--- config.mk ---
export PLATFORM = sky130hd
export DESIGN_NAME = oled_detector
export DESIGN_NICKNAME = d
export VERILOG_FILES = /design/src/oled_pkg.sv /design/src/oled_detector.sv
export SDC_FILE = /design/constraint.sdc
export NUM_CORES = 1
export LEC_CHECK = 0
export ABC_AREA = 1
export BUFFER_PORTS_ARGS = -buffer_cell sky130_fd_sc_hd__buf_2
export CAP_MARGIN = 10
export CORE_MARGIN = 2
export CORE_UTILIZATION = 51
export CTS_BUF_LIST = sky130_fd_sc_hd__clkbuf_8 sky130_fd_sc_hd__clkbuf_16
export DETAILED_ROUTE_END_ITERATION = 10
export PLACE_DENSITY = 0.75
export RECOVER_POWER = 50
export SLEW_MARGIN = 20
export SYNTH_ARGS = -nofsm -noshare
export SYNTH_HDL_FRONTEND = slang
export SYNTH_SLANG_ARGS = --single-unit
export TNS_END_PERCENT = 100
--- constraint.sdc ---
create_clock -name core_clk -period 2.6 [get_ports core_clk]
set_input_delay 0.13 -clock core_clk [delete_from_list [all_inputs] [get_ports core_clk]]
set_output_delay 0.13 -clock core_clk [all_outputs]
set_load 0.01 [all_outputs]
--- src/oled_pkg.sv ---
// package: register layout and constants for the over-level event detector
package oled_pkg;
  localparam int unsigned THR_W = 24;
  localparam int unsigned WORD_W = 32;
  localparam int unsigned NUM_PH = 3;
  // register selects on the internal register port
  localparam logic [1:0] SEL_EVENT_STATUS_REG_ONE = 2'h0;
  localparam logic [1:0] SEL_EVENT_MASK_REG_ONE = 2'h1;
  localparam logic [1:0] SEL_OVTHR = 2'h2;
  localparam logic [1:0] SEL_OITHR = 2'h3;
  // field positions
  localparam int unsigned OV_BIT = 18;
  localparam int unsigned OI_BIT = 17;
  localparam int unsigned OVPH_LSB = 9;
  localparam int unsigned OIPH_LSB = 3;
  // reset values
  localparam logic [23:0] THR_RST = 24'h000000;
  localparam logic [31:0] MASK_RST = 32'h00000000;
  // highest magnitude the high-pass filter can produce
  localparam logic [23:0] HPF_MAX = 24'h5a7540;
  // register port answer states
  typedef enum logic [1:0] {
    OLED_IDLE,
    OLED_ANSWER
  } oled_port_t;
endpackage

--- src/oled_detector.sv ---
// over-level event detector for three-phase voltage and current samples
`timescale 1ns/100ps
module oled_detector
  import oled_pkg::*;
(
  input wire logic core_clk,
  input wire logic rst,
  input wire logic clk_en,
  input wire logic sample_valid,
  input wire logic signed [23:0] volt_a,
  input wire logic signed [23:0] volt_b,
  input wire logic signed [23:0] volt_c,
  input wire logic signed [23:0] curr_a,
  input wire logic signed [23:0] curr_b,
  input wire logic signed [23:0] curr_c,
  input wire logic reg_wr,
  input wire logic reg_rd,
  input wire logic [1:0] reg_sel,
  input wire logic [31:0] reg_wdata,
  input wire logic phase_rd,
  output logic [31:0] reg_rdata,
  output logic reg_ack,
  output logic [15:0] phase_event_status,
  output logic event_irq_n
);

  logic [23:0] overvoltage_threshold_ff, nxt_overvoltage_threshold;
  logic [23:0] overcurrent_threshold_ff, nxt_overcurrent_threshold;
  logic [31:0] event_mask_reg_one_ff, nxt_event_mask_reg_one;
  logic overvoltage_flag_ff, nxt_overvoltage_flag;
  logic overcurrent_flag_ff, nxt_overcurrent_flag;
  logic [2:0] overvoltage_phase_bits_ff, nxt_overvoltage_phase_bits;
  logic [2:0] overcurrent_phase_bits_ff, nxt_overcurrent_phase_bits;
  logic [31:0] reg_rdata_ff, nxt_reg_rdata;
  logic reg_ack_ff, nxt_reg_ack;
  logic [15:0] phase_stat_ff, nxt_phase_stat;
  logic irq_n_ff, nxt_irq_n;
  oled_port_t port_st_ff, nxt_port_st;
  logic [2:0] ov_hit, oi_hit;
  logic [23:0] v_mag [NUM_PH];
  logic [23:0] i_mag [NUM_PH];
  logic signed [23:0] v_in [NUM_PH];
  logic signed [23:0] i_in [NUM_PH];
  logic [31:0] status_word;
  logic clr_ov, clr_oi;

  assign v_in[0] = volt_a;
  assign v_in[1] = volt_b;
  assign v_in[2] = volt_c;
  assign i_in[0] = curr_a;
  assign i_in[1] = curr_b;
  assign i_in[2] = curr_c;

  // per-phase magnitude and strict greater-than compare
  generate
    for (genvar p = 0; p < NUM_PH; p++) begin : g_ph
      assign v_mag[p] = v_in[p][23] ? 24'(-v_in[p]) : v_in[p];
      assign i_mag[p] = i_in[p][23] ? 24'(-i_in[p]) : i_in[p];
      // a threshold at or above the filter maximum never detects, and a
      // zero threshold detects every valid sample, zero samples included
      assign ov_hit[p] = sample_valid &&
        (overvoltage_threshold_ff < HPF_MAX) &&
        ((v_mag[p] > overvoltage_threshold_ff) ||
        (overvoltage_threshold_ff == 24'h000000));
      assign oi_hit[p] = sample_valid &&
        (overcurrent_threshold_ff < HPF_MAX) &&
        ((i_mag[p] > overcurrent_threshold_ff) ||
        (overcurrent_threshold_ff == 24'h000000));
    end
  endgenerate

  // write-one-to-clear strobes for the first status register
  assign clr_ov = reg_wr && (reg_sel == SEL_EVENT_STATUS_REG_ONE) &&
    reg_wdata[OV_BIT];
  assign clr_oi = reg_wr && (reg_sel == SEL_EVENT_STATUS_REG_ONE) &&
    reg_wdata[OI_BIT];

  // status word as seen by the host
  always_comb begin
    status_word = '0;
    status_word[OV_BIT] = overvoltage_flag_ff;
    status_word[OI_BIT] = overcurrent_flag_ff;
  end

  // next-state: thresholds, mask, flags, phase bits, irq, read port
  always_comb begin
    nxt_overvoltage_threshold = overvoltage_threshold_ff;
    nxt_overcurrent_threshold = overcurrent_threshold_ff;
    nxt_event_mask_reg_one = event_mask_reg_one_ff;
    nxt_overvoltage_flag = overvoltage_flag_ff;
    nxt_overcurrent_flag = overcurrent_flag_ff;
    nxt_overvoltage_phase_bits = overvoltage_phase_bits_ff;
    nxt_overcurrent_phase_bits = overcurrent_phase_bits_ff;
    nxt_reg_rdata = reg_rdata_ff;
    nxt_reg_ack = 1'b0;
    nxt_port_st = OLED_IDLE;
    nxt_phase_stat = '0;
    // register writes; upper 8 bits of threshold words are dropped
    if (reg_wr) begin
      case (reg_sel)
        SEL_EVENT_MASK_REG_ONE: nxt_event_mask_reg_one = reg_wdata;
        SEL_OVTHR: nxt_overvoltage_threshold = reg_wdata[23:0];
        SEL_OITHR: nxt_overcurrent_threshold = reg_wdata[23:0];
        default: nxt_event_mask_reg_one = event_mask_reg_one_ff;
      endcase
    end
    // clear first, then set so a same-cycle event survives
    if (clr_ov) begin
      nxt_overvoltage_flag = 1'b0;
      nxt_overvoltage_phase_bits = '0;
    end
    if (clr_oi) begin
      nxt_overcurrent_flag = 1'b0;
      nxt_overcurrent_phase_bits = '0;
    end
    if (|ov_hit) begin
      nxt_overvoltage_flag = 1'b1;
    end
    if (|oi_hit) begin
      nxt_overcurrent_flag = 1'b1;
    end
    // sticky, accumulating phase identification
    nxt_overvoltage_phase_bits = nxt_overvoltage_phase_bits | ov_hit;
    nxt_overcurrent_phase_bits = nxt_overcurrent_phase_bits | oi_hit;
    // register reads answer one cycle later; threshold reads have top 8 bits zero
    case (port_st_ff)
      OLED_IDLE: begin
        if (reg_rd) begin
          nxt_port_st = OLED_ANSWER;
          case (reg_sel)
            SEL_EVENT_STATUS_REG_ONE: nxt_reg_rdata = status_word;
            SEL_EVENT_MASK_REG_ONE: nxt_reg_rdata = event_mask_reg_one_ff;
            SEL_OVTHR:
              nxt_reg_rdata = {8'h00, overvoltage_threshold_ff};
            SEL_OITHR:
              nxt_reg_rdata = {8'h00, overcurrent_threshold_ff};
            default: nxt_reg_rdata = '0;
          endcase
          nxt_reg_ack = 1'b1;
        end
      end
      OLED_ANSWER: nxt_port_st = OLED_IDLE;
      default: nxt_port_st = OLED_IDLE;
    endcase
    // live phase status view, refreshed each cycle
    nxt_phase_stat[OVPH_LSB +: 3] = nxt_overvoltage_phase_bits;
    nxt_phase_stat[OIPH_LSB +: 3] = nxt_overcurrent_phase_bits;
    // irq low while any enabled flag remains set
    nxt_irq_n = !(
      (nxt_overvoltage_flag && event_mask_reg_one_ff[OV_BIT]) ||
      (nxt_overcurrent_flag && event_mask_reg_one_ff[OI_BIT]));
  end

  // register all state; clock enable freezes everything
  always_ff @(posedge core_clk) begin
    if (rst) begin
      overvoltage_threshold_ff <= THR_RST;
      overcurrent_threshold_ff <= THR_RST;
      event_mask_reg_one_ff <= MASK_RST;
      overvoltage_flag_ff <= 1'b0;
      overcurrent_flag_ff <= 1'b0;
      overvoltage_phase_bits_ff <= '0;
      overcurrent_phase_bits_ff <= '0;
      reg_rdata_ff <= '0;
      reg_ack_ff <= 1'b0;
      phase_stat_ff <= '0;
      irq_n_ff <= 1'b1;
      port_st_ff <= OLED_IDLE;
    end else if (clk_en) begin
      overvoltage_threshold_ff <= nxt_overvoltage_threshold;
      overcurrent_threshold_ff <= nxt_overcurrent_threshold;
      event_mask_reg_one_ff <= nxt_event_mask_reg_one;
      overvoltage_flag_ff <= nxt_overvoltage_flag;
      overcurrent_flag_ff <= nxt_overcurrent_flag;
      overvoltage_phase_bits_ff <= nxt_overvoltage_phase_bits;
      overcurrent_phase_bits_ff <= nxt_overcurrent_phase_bits;
      reg_rdata_ff <= nxt_reg_rdata;
      reg_ack_ff <= nxt_reg_ack;
      phase_stat_ff <= nxt_phase_stat;
      irq_n_ff <= nxt_irq_n;
      port_st_ff <= nxt_port_st;
    end
  end

  assign reg_rdata = reg_rdata_ff;
  assign reg_ack = reg_ack_ff;
  assign phase_event_status = phase_stat_ff;
  assign event_irq_n = irq_n_ff;

  // detection, flags and phase identification
  a_ov_sets_flag: assert property (
    @(posedge core_clk) disable iff (rst)
    clk_en && (|ov_hit) |=> overvoltage_flag_ff)
    else $error("overvoltage flag not set");
  a_oi_sets_flag: assert property (
    @(posedge core_clk) disable iff (rst)
    clk_en && (|oi_hit)
    |=> overcurrent_flag_ff && phase_event_status[OIPH_LSB +: 3] != 3'h0)
    else $error("overcurrent flag or phase bit missing");
  a_ov_phase_bits: assert property (
    @(posedge core_clk) disable iff (rst)
    clk_en && ov_hit[0] |=> phase_event_status[OVPH_LSB])
    else $error("phase a overvoltage bit missing");
  a_oi_phase_bits: assert property (
    @(posedge core_clk) disable iff (rst)
    clk_en && oi_hit[1] |=> phase_event_status[OIPH_LSB + 1])
    else $error("phase b overcurrent bit missing");
  a_sticky_phase: assert property (
    @(posedge core_clk) disable iff (rst)
    clk_en && overvoltage_phase_bits_ff[2] && !clr_ov
    |=> overvoltage_phase_bits_ff[2])
    else $error("phase bit lost without clear");
  // interrupt pin
  a_ov_irq_low: assert property (
    @(posedge core_clk) disable iff (rst)
    clk_en && (|ov_hit) && event_mask_reg_one_ff[OV_BIT]
    |=> !event_irq_n)
    else $error("irq not driven low on overvoltage");
  a_oi_irq_low: assert property (
    @(posedge core_clk) disable iff (rst)
    clk_en && (|oi_hit) && event_mask_reg_one_ff[OI_BIT]
    |=> !event_irq_n)
    else $error("irq not driven low on overcurrent");
  a_irq_high_idle: assert property (
    @(posedge core_clk) disable iff (rst)
    clk_en && !overvoltage_flag_ff && !overcurrent_flag_ff &&
    !(|ov_hit) && !(|oi_hit) |=> event_irq_n)
    else $error("irq low with no flag set");
  a_irq_mask_off: assert property (
    @(posedge core_clk) disable iff (rst)
    clk_en && !event_mask_reg_one_ff[OV_BIT] &&
    !event_mask_reg_one_ff[OI_BIT] |=> event_irq_n)
    else $error("irq low with both masks off");
  a_irq_held_low: assert property (
    @(posedge core_clk) disable iff (rst)
    clk_en && overvoltage_flag_ff && !clr_ov &&
    event_mask_reg_one_ff[OV_BIT] |=> !event_irq_n)
    else $error("irq released while enabled flag set");
  // write-one-to-clear
  a_ov_clear: assert property (
    @(posedge core_clk) disable iff (rst)
    clk_en && clr_ov && !(|ov_hit) |=> !overvoltage_flag_ff &&
    overvoltage_phase_bits_ff == 3'h0)
    else $error("overvoltage clear failed");
  a_oi_clear: assert property (
    @(posedge core_clk) disable iff (rst)
    clk_en && clr_oi && !(|oi_hit) |=> !overcurrent_flag_ff &&
    overcurrent_phase_bits_ff == 3'h0)
    else $error("overcurrent clear failed");
  a_ov_clear_irq: assert property (
    @(posedge core_clk) disable iff (rst)
    clk_en && clr_ov && !(|ov_hit) && !(|oi_hit) &&
    !(overcurrent_flag_ff && event_mask_reg_one_ff[OI_BIT])
    |=> event_irq_n)
    else $error("irq not released by overvoltage clear");
  a_oi_clear_irq: assert property (
    @(posedge core_clk) disable iff (rst)
    clk_en && clr_oi && !(|oi_hit) && !(|ov_hit) &&
    !(overvoltage_flag_ff && event_mask_reg_one_ff[OV_BIT])
    |=> event_irq_n)
    else $error("irq not released by overcurrent clear");
  // register port
  a_status_layout: assert property (
    @(posedge core_clk) disable iff (rst)
    clk_en && port_st_ff == OLED_IDLE && reg_rd && reg_sel == SEL_EVENT_STATUS_REG_ONE
    |=> reg_rdata[31:19] == 13'h0000 &&
    reg_rdata[16:0] == 17'h00000)
    else $error("status read has spare bits set");
  a_read_top_zero: assert property (
    @(posedge core_clk) disable iff (rst)
    clk_en && port_st_ff == OLED_IDLE && reg_rd && reg_sel == SEL_OVTHR
    |=> reg_ack && reg_rdata[31:24] == 8'h00)
    else $error("threshold read top byte not zero");
  a_thr_write_low: assert property (
    @(posedge core_clk) disable iff (rst)
    clk_en && reg_wr && reg_sel == SEL_OITHR
    |=> overcurrent_threshold_ff == 24'($past(reg_wdata)))
    else $error("threshold write lost low bits");
  a_ack_one_cycle: assert property (
    @(posedge core_clk) disable iff (rst)
    clk_en && reg_ack |=> !reg_ack)
    else $error("read ack longer than one cycle");
  a_ack_after_read: assert property (
    @(posedge core_clk) disable iff (rst)
    clk_en && port_st_ff == OLED_IDLE && reg_rd |=> reg_ack)
    else $error("read not answered");
  // threshold limits
  a_max_never_hit: assert property (
    @(posedge core_clk) disable iff (rst)
    overvoltage_threshold_ff == HPF_MAX |-> !ov_hit[1])
    else $error("overvoltage at maximum threshold");
  a_oi_max_never: assert property (
    @(posedge core_clk) disable iff (rst)
    overcurrent_threshold_ff == HPF_MAX |-> !oi_hit[2])
    else $error("overcurrent at maximum threshold");
  a_zero_always_hit: assert property (
    @(posedge core_clk) disable iff (rst)
    sample_valid && overvoltage_threshold_ff == 24'h000000
    |-> ov_hit[1])
    else $error("zero threshold did not detect");
  // clock enable
  a_frozen_state: assert property (
    @(posedge core_clk) disable iff (rst)
    !clk_en
    |=> $stable(overvoltage_flag_ff) && $stable(event_irq_n))
    else $error("state moved with clock enable low");

endmodule

After elaboration in Yosys (flattened, before gate mapping)
Index checks and enable logic that the tools add are counted.

Word-level logic and storage cells: 79. Input port bits: 185. Output and inout bits: 50. Register bits: 130.

Reductions and logical operators: 31. Eq/ne operators: 3. Multiplexer cells: 17. Bitwise logic cells: 2. Add/sub/neg operators: 6. Magnitude comparators: 8.

Operators by type and width (number): $gt 24x24->1 (6); $mux 24 (6); $neg 24->24 (6); $pmux 32 s4 (1); $logic_not 24->1 (2); $lt 24x23->1 const B (2); $logic_and 1x1->1 (13); $reduce_and 3->1 (4); $logic_or 1x1->1 (7); $mux 1 (7); $mux 3 (2); $or 3x3->3 (2); $reduce_or 3->1 (2); $eq 2x2->1 const B (2); $logic_not 2->1 (2); $eq 2x1->1 const B (1); $mux 2 (1); $logic_not 1->1 (1).

Depth between registers and ports, before layout
Gate-level depths: netlist (run 1).

Word-level depth: 10. Mapped depth: 26. Depth with buffers taken out: 26.

Least setup slack after synthesis (run 1)
Ideal clock, no wire load.

Path type: input to register. From: input curr_c[0]. To: register irq_n_ff, in the netlist event_irq_n. Stages on the path: 25. Data required time: 2.485 ns. Buffers on the path: 0. Slack: -0.041 ns. Library setup time: 0.115 ns. Arrival: 2.527 ns. Cell sequence: inv_1 > ha_1 > inv_1 > nor3_2 > nand2_1 > or3_4 > nor3_4 > nand2_2 > nand2_4 > o21ai_2 > xor2_1 > ha_1 > nand2_1 > nor2_1 > nand2_1 > nor2_1 > nand2_1 > nand3_1 > nand2_1 > nand2_1 > nand2_1 > nand4_1 > nand2_1 > nand3_1 > nand2_1.

Cells in the longest elaborated chain, start to end: 10.

RTL lines: start: declaration (RTL line oled_detector.sv:15) `input wire logic signed [23:0] curr_c,`; $neg 24->24 (RTL line oled_detector.sv:58) `assign i_mag[p] = i_in[p][23] ? 24'(-i_in[p]) : i_in[p];`; $mux 24 (*) (RTL line oled_detector.sv:58); $gt 24x24->1 (*) (RTL line oled_detector.sv:67) `((i_mag[p] > overcurrent_threshold_ff) ||`; $logic_or 1x1->1 (*) (RTL line oled_detector.sv:67); $logic_and 1x1->1 (*) (RTL line oled_detector.sv:66) `(overcurrent_threshold_ff < HPF_MAX) &&`; $reduce_or 3->1 (*) (RTL line oled_detector.sv:119) `if (|oi_hit) begin`; $mux 1 (*) (RTL line oled_detector.sv:119); $logic_and 1x1->1 (*) (RTL line oled_detector.sv:151) `(nxt_overcurrent_flag && event_mask_reg_one_ff[OI_BIT]));`; $logic_or 1x1->1 (*) (RTL line oled_detector.sv:150) `(nxt_overvoltage_flag && event_mask_reg_one_ff[OV_BIT]) ||`; $logic_not 1->1 (*) (RTL line oled_detector.sv:149) `nxt_irq_n = !(`; end signal: assignment (RTL line oled_detector.sv:180) `irq_n_ff <= nxt_irq_n;`; end: declaration (RTL line oled_detector.sv:37) `logic irq_n_ff, nxt_irq_n;`.

Every way passes the cells marked *; elsewhere a longest branch is shown, timed or not. A chain may end at the register's enable or synchronous reset.

Worst setup path in the final report (run 1)
From: input curr_c[1]. To: register irq_n_ff, in the netlist event_irq_n.

The elaborated chain is that of the path after synthesis.

==> results.md, run 1 <==
- Total wirelength of the detailed-routed design: 37200 um
- Final instance area: 14600 um2
- GRT Util Overall: 30.4%
- Mean instance size in the synthesized netlist: 6.68 um2
- Site Rows: 54
- Number of synthesis warnings: 0
- Dpl hpwl: 27800 um
- Number of design-rule violations left by the first detailed-router iteration: 1024
- I/O Buffers: 223
- Timing-limited maximum frequency: 350 MHz
- Post-Synthesis Cells: 1719
- Remaining global-route overflow: 0
- Total power divided by cell area: 436 nW/um2
- Remaining routing DRC violations: 0
- Largest vdd supply drop: 0.000504 V
- Crit path time final: 2860 ps
- Routed WL per cell: 15.8 um
- Maxcap violations: 0
- Violated checks: hold timing, setup timing
- CP Data Required Time: 2910 ps
- Final standard cell utilization of the core: 66.6%
- Number of failing hold endpoints at the final stage: 1
- Final-layout setup total negative slack: -602 ps
- Lkg Pwr: 6.95 nW
- Final GP Congestion: 0.878
- Number of global-route vias before repair: 12200
- Source-to-sink clock delay at the later pin of the worst-skew pair: 420 ps
- Register area share after synthesis: 21.3%
- Critical Path Sink Type: flop
- Leading cell type in the layout, fill and taps excluded: sky130_fd_sc_hd__nand2_1
- Sink count of the clock tree: 122
- CTS tree: done
- H-tree depth: 4
- Final clock period utilization by the worst path: 110%
- Ratio of cells with drive above 1 in the final layout: 20.9%
- Crit Path Max Fanout: 3
- Die extent in x: 154 um
- Die footprint: 23700 um2
- Effective utilization at floorplan: 52.3%
- Clock-pin slew on the worst setup and hold paths: 60 ps
- Antenna violations before repair: 3
- Worst-case setup slack after placement: -530 ps
- Overall power: 6.38 mW
- Flip-flop and latch count after synthesis: 122
- DP Area: 13600 um2
- Arrival time reported for the critical path endpoint: 3170 ps
- Number of buffers on the longest clock path: 2
- Highest-count cells in the layout ignoring fill and taps: 349 x sky130_fd_sc_hd__nand2_1, 203 x sky130_fd_sc_hd__nor2_1, 181 x sky130_fd_sc_hd__buf_2
- Number of non-filler instances in the completed layout: 2351
- Type of origin of the critical path: input port
- Total Nets Final: 2391
- First-pass GRT wire length: 58600 um
- Top Ports: 235
- Cell area after synthesis: 11500 um2
- Status: finished, violations left
- Antenna viol nets, final: 0
- Setup-violating endpoint count in the final report: 3
- Ratio of routed vias to standard cells: 5.48
- Vias: 12900
- Top_reg_cell synth: sky130_fd_sc_hd__dfxtp_1
- Count of flip-flops with a built-in enable after synthesis: 0
- Die height: 154 um
- Setup repair after global routing missed its margin: yes
- Worst hold margin: -4.66 ps
- Inserted Clock Buffers: 17
- Kind of path behind the tightest hold check: in2reg
- Number of iterations in the first detailed-routing pass: 6
- Slew margin rel.: 2.07%
- Count of pins over their slew limit: 0
- Number of placed instances, taps included: 2285
- Core region area: 22000 um2
- Slew at the pin with the worst max-slew slack: 1470 ps
- Synth-to-layout area growth: 27.3%
- Root Buffer: sky130_fd_sc_hd__clkbuf_16
- Number of distinct library cells after synthesis: 45
- Post-Route Skew: 8.94 ps
- Worst setup margin: -260 ps
- Share of synthesized flip-flops with an asynchronous set or reset: 0%
- Largest net degree at the start of global routing: 83
- Path type of the worst setup path: in2reg
repair_timing:
item	CTS	global route
hold endpoints to repair	22	0
endpoints found under the setup margin	4	9
resized for setup	2	58
cloned	0	0
buffers inserted	1	10
hold buffers	21	0
pin swaps	4	33
kinds of logic (layout without fill, tap and decap cells):
kind of cell             after synthesis  in the layout  synth area share, %
other                                  1             12               0.0327
XOR/XNOR                             126            126                 9.61
AO/OA/AOI/OAI                        348            348                 16.9
AND/OR/NAND/NOR                      720            720                 27.3
adder cells (fa/ha/maj)              150            150                 16.3
flip-flops                           122            122                 21.3
buffers and inverters                252            593                 8.59
state kept, by name, indices dropped and copies added, names as in the netlist:
name	cells
overvoltage_phase_bits_ff	3
event_mask_reg_one_ff	32
overcurrent_flag_ff	1
event_irq_n	1
port_st_ff	1
overcurrent_phase_bits_ff	2
phase_event_status	1
overcurrent_threshold_ff	24
overvoltage_threshold_ff	24
overvoltage_flag_ff	1
reg_rdata	32
power by group:
group | leakage (nW) | internal, mW | switching, mW
combinational | 5.66 | 0.825 | 1.14
clock | 0.302 | 1.53 | 0.922
sequential | 0.991 | 1.93 | 0.0351
total | 6.95 | 4.28 | 2.10
cells in the mapped netlist (6+ instances only):
cell type | count | area (um2)
sky130_fd_sc_hd__xnor2_1 | 33 | 289
sky130_fd_sc_hd__a21o_1 | 6 | 45.0
sky130_fd_sc_hd__a21oi_1 | 166 | 831
sky130_fd_sc_hd__nor3_1 | 14 | 70.1
sky130_fd_sc_hd__o21ai_0 | 112 | 561
sky130_fd_sc_hd__nor2_1 | 219 | 822
sky130_fd_sc_hd__buf_4 | 10 | 75.1
sky130_fd_sc_hd__nor3_2 | 15 | 150
sky130_fd_sc_hd__nand3_1 | 50 | 250
sky130_fd_sc_hd__ha_1 | 150 | 1880
sky130_fd_sc_hd__or2_2 | 7 | 43.8
sky130_fd_sc_hd__o221ai_1 | 21 | 184
sky130_fd_sc_hd__a31oi_1 | 9 | 56.3
sky130_fd_sc_hd__o21a_1 | 6 | 45.0
sky130_fd_sc_hd__nand2_1 | 358 | 1340
sky130_fd_sc_hd__inv_1 | 184 | 691
sky130_fd_sc_hd__clkbuf_1 | 48 | 180
sky130_fd_sc_hd__nor4_1 | 10 | 62.6
sky130_fd_sc_hd__dfxtp_1 | 122 | 2440
sky130_fd_sc_hd__nand4_1 | 29 | 181
sky130_fd_sc_hd__xor2_1 | 93 | 815
sky130_fd_sc_hd__o21ai_1 | 9 | 45.0
per-layer routing:
layer	track usage (%)	part of all wire, %
met1	37.3	40
met2	53.0	47
met3	4.62	8.5
met4	12.7	4.0
met5	0	0.035
worst max-delay path: stages:
cell                      delay, ps
sky130_fd_sc_hd__buf_8          100
sky130_fd_sc_hd__inv_6           50
sky130_fd_sc_hd__ha_4           130
sky130_fd_sc_hd__inv_4           40
sky130_fd_sc_hd__nor3_4         170
sky130_fd_sc_hd__nand2_1        100
sky130_fd_sc_hd__or3_4          400
sky130_fd_sc_hd__nor3_4         230
sky130_fd_sc_hd__nand2_2        130
sky130_fd_sc_hd__buf_6          140
sky130_fd_sc_hd__o21ai_2        140
sky130_fd_sc_hd__xnor2_1        100
sky130_fd_sc_hd__ha_1           280
sky130_fd_sc_hd__nand2_1         50
sky130_fd_sc_hd__nor2_1         110
sky130_fd_sc_hd__nand2_1         70
sky130_fd_sc_hd__nor2_1         100
sky130_fd_sc_hd__nand2_1         70
sky130_fd_sc_hd__nand3_1         70
sky130_fd_sc_hd__nand2_1         60
sky130_fd_sc_hd__nand2_1         70
sky130_fd_sc_hd__nand2_1         50
sky130_fd_sc_hd__nand4_1        130
sky130_fd_sc_hd__nand2_1        110
sky130_fd_sc_hd__nand3_1         80
sky130_fd_sc_hd__nand2_1         60
final timing paths:
check / start / to / slack (ps) / cells after the start
hold / removal: reg_wdata[22] / event_mask_reg_one_ff[22]$_SDFFE_PP0P_ / -5 / 3
hold reg to reg: reg_rdata[24]$_SDFFE_PP0P_ / reg_rdata[24]$_SDFFE_PP0P_ / 460 / 2
setup reg to reg: overcurrent_threshold_ff[15]$_SDFFE_PP0P_ / event_irq_n$_SDFFE_PP1P_ / 390 / 15
setup / recovery: curr_c[1] / event_irq_n$_SDFFE_PP1P_ / -260 / 26
layout make-up:
class	count	area, um2
Fill cell	1951	7340
Clock buffer	17	425
Sequential cell	122	2440
Antenna cell	2	5.00
Tap cell	280	350
Clock inverter	15	188
Inverter	191	727
Multi-Input combinational cell	1354	8240
Timing Repair Buffer	370	2240
Note: power is estimated with default switching activity, not from simulation.
==> run 2, diff against run 1 <==
Settings changed: ABC_AREA 1 to not set.
==> results.md, run 2 <==
- Remaining routing DRC violations: 0 (unchanged)
- Most repeated cell in the gate-level netlist after synthesis: sky130_fd_sc_hd__nand2_1 (unchanged)
- Final clock period utilization by the worst path: 135% (was 110%)
- Leading cell type in the layout, fill and taps excluded: sky130_fd_sc_hd__buf_4 (was sky130_fd_sc_hd__nand2_1)
- Buffers and inverters on the worst path: 2 (was 4)
- Effective utilization at floorplan: 51.5% (was 52.3%)
- Inserted Clock Buffers: 17 (unchanged)
- Post-synthesis cell type with the largest combined area: sky130_fd_sc_hd__dfxtp_1 (unchanged)
- Sink count of the clock tree: 122 (unchanged)
- Share of cell area taken by muxes after synthesis: 2.63% (was 0%)
- Total wirelength of the detailed-routed design: 39400 um (was 37200 um)
- Dominant combinational cell family by area after synthesis: simple AND/OR/NAND/NOR gates (unchanged)
- Uppermost signal routing layer after detailed routing: met4 (was met5)
- First-pass GRT wire length: 61200 um (was 58600 um)
- Highest-count cells in the layout ignoring fill and taps: 283 x sky130_fd_sc_hd__buf_4, 258 x sky130_fd_sc_hd__nand2_1, 172 x sky130_fd_sc_hd__buf_2 (was 349 x sky130_fd_sc_hd__nand2_1, 203 x sky130_fd_sc_hd__nor2_1, 181 x sky130_fd_sc_hd__buf_2)
- I/O Buffers: 223 (unchanged)
- Arrival time reported for the critical path endpoint: 3820 ps (was 3170 ps)
- Ratio of routed vias to standard cells: 5.87 (was 5.48)
- Die footprint: 23000 um2 (was 23700 um2)
- Routed length on met1: 15800 um (was 15100 um)
- Critical Path Sink Type: flop (unchanged)
- H-tree depth: 4 (unchanged)
- Largest net degree at the start of global routing: 68 (was 83)
- Length of routed met3 wiring: 3620 um (was 3150 um)
- Dpl hpwl: 30500 um (was 27800 um)
- Worst-case setup slack after placement: -1590 ps (was -530 ps)
- Type of origin of the critical path: input port (unchanged)
- Setup repair after global routing missed its margin: yes (unchanged)
- Number of failing hold endpoints at the final stage: 0 (was 1)
- Path type of the worst setup path: in2reg (unchanged)
- Die height: 152 um (was 154 um)
- Timing-limited maximum frequency: 285 MHz (was 350 MHz)
- Worst setup margin: -914 ps (was -260 ps)
- Post-synthesis share of cell area spent on full adders, half adders and majority gates: 16.9% (was 16.3%)
- Number of iterations in the first detailed-routing pass: 5 (was 6)
- Crit Path Max Fanout: 5 (was 3)
- Routed WL per cell: 17.7 um (was 15.8 um)
- Count of pins over their slew limit: 34 (was 0)
- Count of flip-flops with a built-in enable after synthesis: 0 (unchanged)
- Die extent in x: 152 um (was 154 um)
- Slew at the pin with the worst max-slew slack: 1710 ps (was 1470 ps)
- Slowest stage cell on the critical path: sky130_fd_sc_hd__or4_4 (was sky130_fd_sc_hd__or3_4)
- Core region area: 21600 um2 (was 22000 um2)
- GRT Util Overall: 33.4% (was 30.4%)
- Met2 routed wirelength: 18800 um (was 17500 um)
- Site Rows: 54 (unchanged)
- Remaining global-route overflow: 0 (unchanged)
- Largest stage delay on the critical path: 480 ps (was 400 ps)
- Status: finished, violations left (unchanged)
- Maxcap violations: 1 (was 0)
- Synth-to-layout area growth: 43.4% (was 27.3%)
- Share of synthesized flip-flops with an asynchronous set or reset: 0% (unchanged)
- Number of buffers on the longest clock path: 2 (unchanged)
- Post-synthesis share of cell area spent on xor and xnor gates: 9.91% (was 9.61%)
- CP Data Required Time: 2900 ps (was 2910 ps)
- Antenna violations before repair: 0 (was 3)
- Commonest cells in the netlist: 261 x sky130_fd_sc_hd__nand2_1, 155 x sky130_fd_sc_hd__a21oi_1, 150 x sky130_fd_sc_hd__ha_1 (was 358 x sky130_fd_sc_hd__nand2_1, 219 x sky130_fd_sc_hd__nor2_1, 184 x sky130_fd_sc_hd__inv_1)
- Slew margin rel.: -13.7% (was 2.07%)
- Overall power: 6.47 mW (was 6.38 mW)
- Vias: 13100 (was 12900)
- Final standard cell utilization of the core: 73.9% (was 66.6%)
- Flip-flop and latch count after synthesis: 122 (unchanged)
- Source-to-sink clock delay at the later pin of the worst-skew pair: 420 ps (about the same)
- Clock-pin slew on the worst setup and hold paths: 60 ps (about the same)
- Crit path time final: 3510 ps (was 2860 ps)
- Largest vdd supply drop: 0.000428 V (was 0.000504 V)
- Setup-violating endpoint count in the final report: 9 (was 3)
- Total power divided by cell area: 405 nW/um2 (was 436 nW/um2)
- Compound-gate portion of the synthesized area: 20.4% (was 16.9%)
- Mean instance size in the synthesized netlist: 7.76 um2 (was 6.68 um2)
- Simple-gate portion of the synthesized area: 23.5% (was 27.3%)
- Family with the most delay on the worst path: simple AND/OR/NAND/NOR gates (unchanged)
- Number of global-route vias before repair: 12700 (was 12200)
- Cell area after synthesis: 11100 um2 (was 11500 um2)
- Top_reg_cell synth: sky130_fd_sc_hd__dfxtp_1 (unchanged)
- Antenna viol nets, final: 0 (unchanged)
- Root Buffer: sky130_fd_sc_hd__clkbuf_16 (unchanged)
- Number of synthesis warnings: 0 (unchanged)
- Final-layout setup total negative slack: -6440 ps (was -602 ps)
- Top Ports: 235 (unchanged)
- Worst hold margin: 11.7 ps (was -4.66 ps)
- Post-Route Skew: 6.98 ps (was 8.94 ps)
- Kind of path behind the tightest hold check: in2reg (unchanged)
- Number of antenna cells inserted: 0 (was 2)
- Number of design-rule violations left by the first detailed-router iteration: 1057 (was 1024)
- Ratio of cells with drive above 1 in the final layout: 32.4% (was 20.9%)
- Violated checks: capacitance limit, slew limit, setup timing (was hold timing, setup timing)
- Post-Synthesis Cells: 1436 (was 1719)
- Fraction of post-synthesis cell area in the top cell type by area: 21.9% (was 21.3%)
- Sequence of cells on the critical path: buf_6 > nor4_4 > nor3b_4 > nand3_1 > or4_4 > or3b_4 > o31ai_4 > xnor2_1 > ha_1 > nand4_1 > a211o_1 > a211oi_2 > o41ai_2 > buf_4 > a311o_1
- Number of distinct library cells after synthesis: 59 (was 45)
- Area contributors post-synth: sky130_fd_sc_hd__dfxtp_1 22%, sky130_fd_sc_hd__ha_1 17%, sky130_fd_sc_hd__xnor2_1 9.9% (was sky130_fd_sc_hd__dfxtp_1 21%, sky130_fd_sc_hd__ha_1 16%, sky130_fd_sc_hd__nand2_1 12%)
- Final GP Congestion: 0.990 (was 0.878)
- Total Nets Final: 2269 (was 2391)
- Register area share after synthesis: 21.9% (was 21.3%)
- Lkg Pwr: 6.61 nW (was 6.95 nW)
- CTS tree: done (unchanged)
## run 2: cell count changes after synthesis, moves of 21 or more
cell / change
sky130_fd_sc_hd__nor2_1: -166
sky130_fd_sc_hd__o21ai_0: -55
sky130_fd_sc_hd__inv_1: -122
sky130_fd_sc_hd__xnor2_1: +93
sky130_fd_sc_hd__a221oi_1: +22
sky130_fd_sc_hd__nor3_1: +24
sky130_fd_sc_hd__xor2_1: -93
sky130_fd_sc_hd__o221ai_1: -21
sky130_fd_sc_hd__o31ai_1: +26
sky130_fd_sc_hd__mux2_2: +22
sky130_fd_sc_hd__nand2_1: -97
## run 2: final cells by class
cell class / instances / area (um2)
flip-flops and latches: 122 / 2440
multi-input cells: 1191 / 8770
fillers: 1623 / 5650
clock buffers: 18 / 439
inverters: 62 / 235
well taps: 280 / 350
clock inverters: 14 / 148
repair buffers: 540 / 3590
## run 2: cell families after synthesis
group,count (synthesis)
other cells,1
simple gates,528
buf+inv,132
mux,24
xor+xnor,126
flops,122
fa+ha+maj,150
compound gates,353
## run 2: final timing paths
| check | depth (start not counted) | startpoint | slack (ps) | to |
|---|---|---|---|---|
| worst min-delay path | 3 | reg_wdata[23] | 10 | event_mask_reg_one_ff[23]$_SDFFE_PP0P_ |
| worst max register to register | 11 | overvoltage_threshold_ff[1]$_SDFFE_PP0P_ | -200 | event_irq_n$_SDFFE_PP1P_ |
| worst max-delay path | 15 | volt_a[2] | -910 | event_irq_n$_SDFFE_PP1P_ |
| worst min register to register | 2 | reg_rdata[25]$_SDFFE_PP0P_ | 450 | reg_rdata[25]$_SDFFE_PP0P_ |
## run 2: worst reg2reg max path, cell delays in order (launching register included)
cell and delay, ps:
sky130_fd_sc_hd__dfxtp_1 340, sky130_fd_sc_hd__inv_1 120, sky130_fd_sc_hd__buf_4 160, sky130_fd_sc_hd__ha_1 290, sky130_fd_sc_hd__a21oi_1 70, sky130_fd_sc_hd__o21ai_0 340
sky130_fd_sc_hd__a221oi_2 110, sky130_fd_sc_hd__a211o_1 340, sky130_fd_sc_hd__a211oi_2 320, sky130_fd_sc_hd__o41ai_2 130, sky130_fd_sc_hd__buf_4 140, sky130_fd_sc_hd__a311o_1 330
## run 2: metrics by stage
stage                     std cells  cell area (um2)
final                          2227            16000
after global routing           2227            16000
after CTS                      2223            15800
after detailed placement       2154            14600
after global placement         2154            14600
after floorplan                1445            11300
## run 2: layer usage
layer	global-route usage, %	up-vias
met5	0	-
met1	42.2	6078
met2	56.7	669
met3	6.11	119
met4	12.3	0
li1	-	6201
## run 2: power breakdown
part | internal, mW | switching [mW] | leakage, nW
Sequential | 1.93 | 0.0472 | 0.991
Combinational | 1.01 | 1.12 | 5.33
Clock | 1.44 | 0.919 | 0.286
## run 2: repair_timing
action | CTS | global route
endpoints found under the setup margin | 9 | 9
buffers inserted | 9 | 5
gates resized for setup | 49 | 39
hold buffers | 29 | 0
endpoints found under the hold margin | 59 | 0
pin swaps | 32 | 32
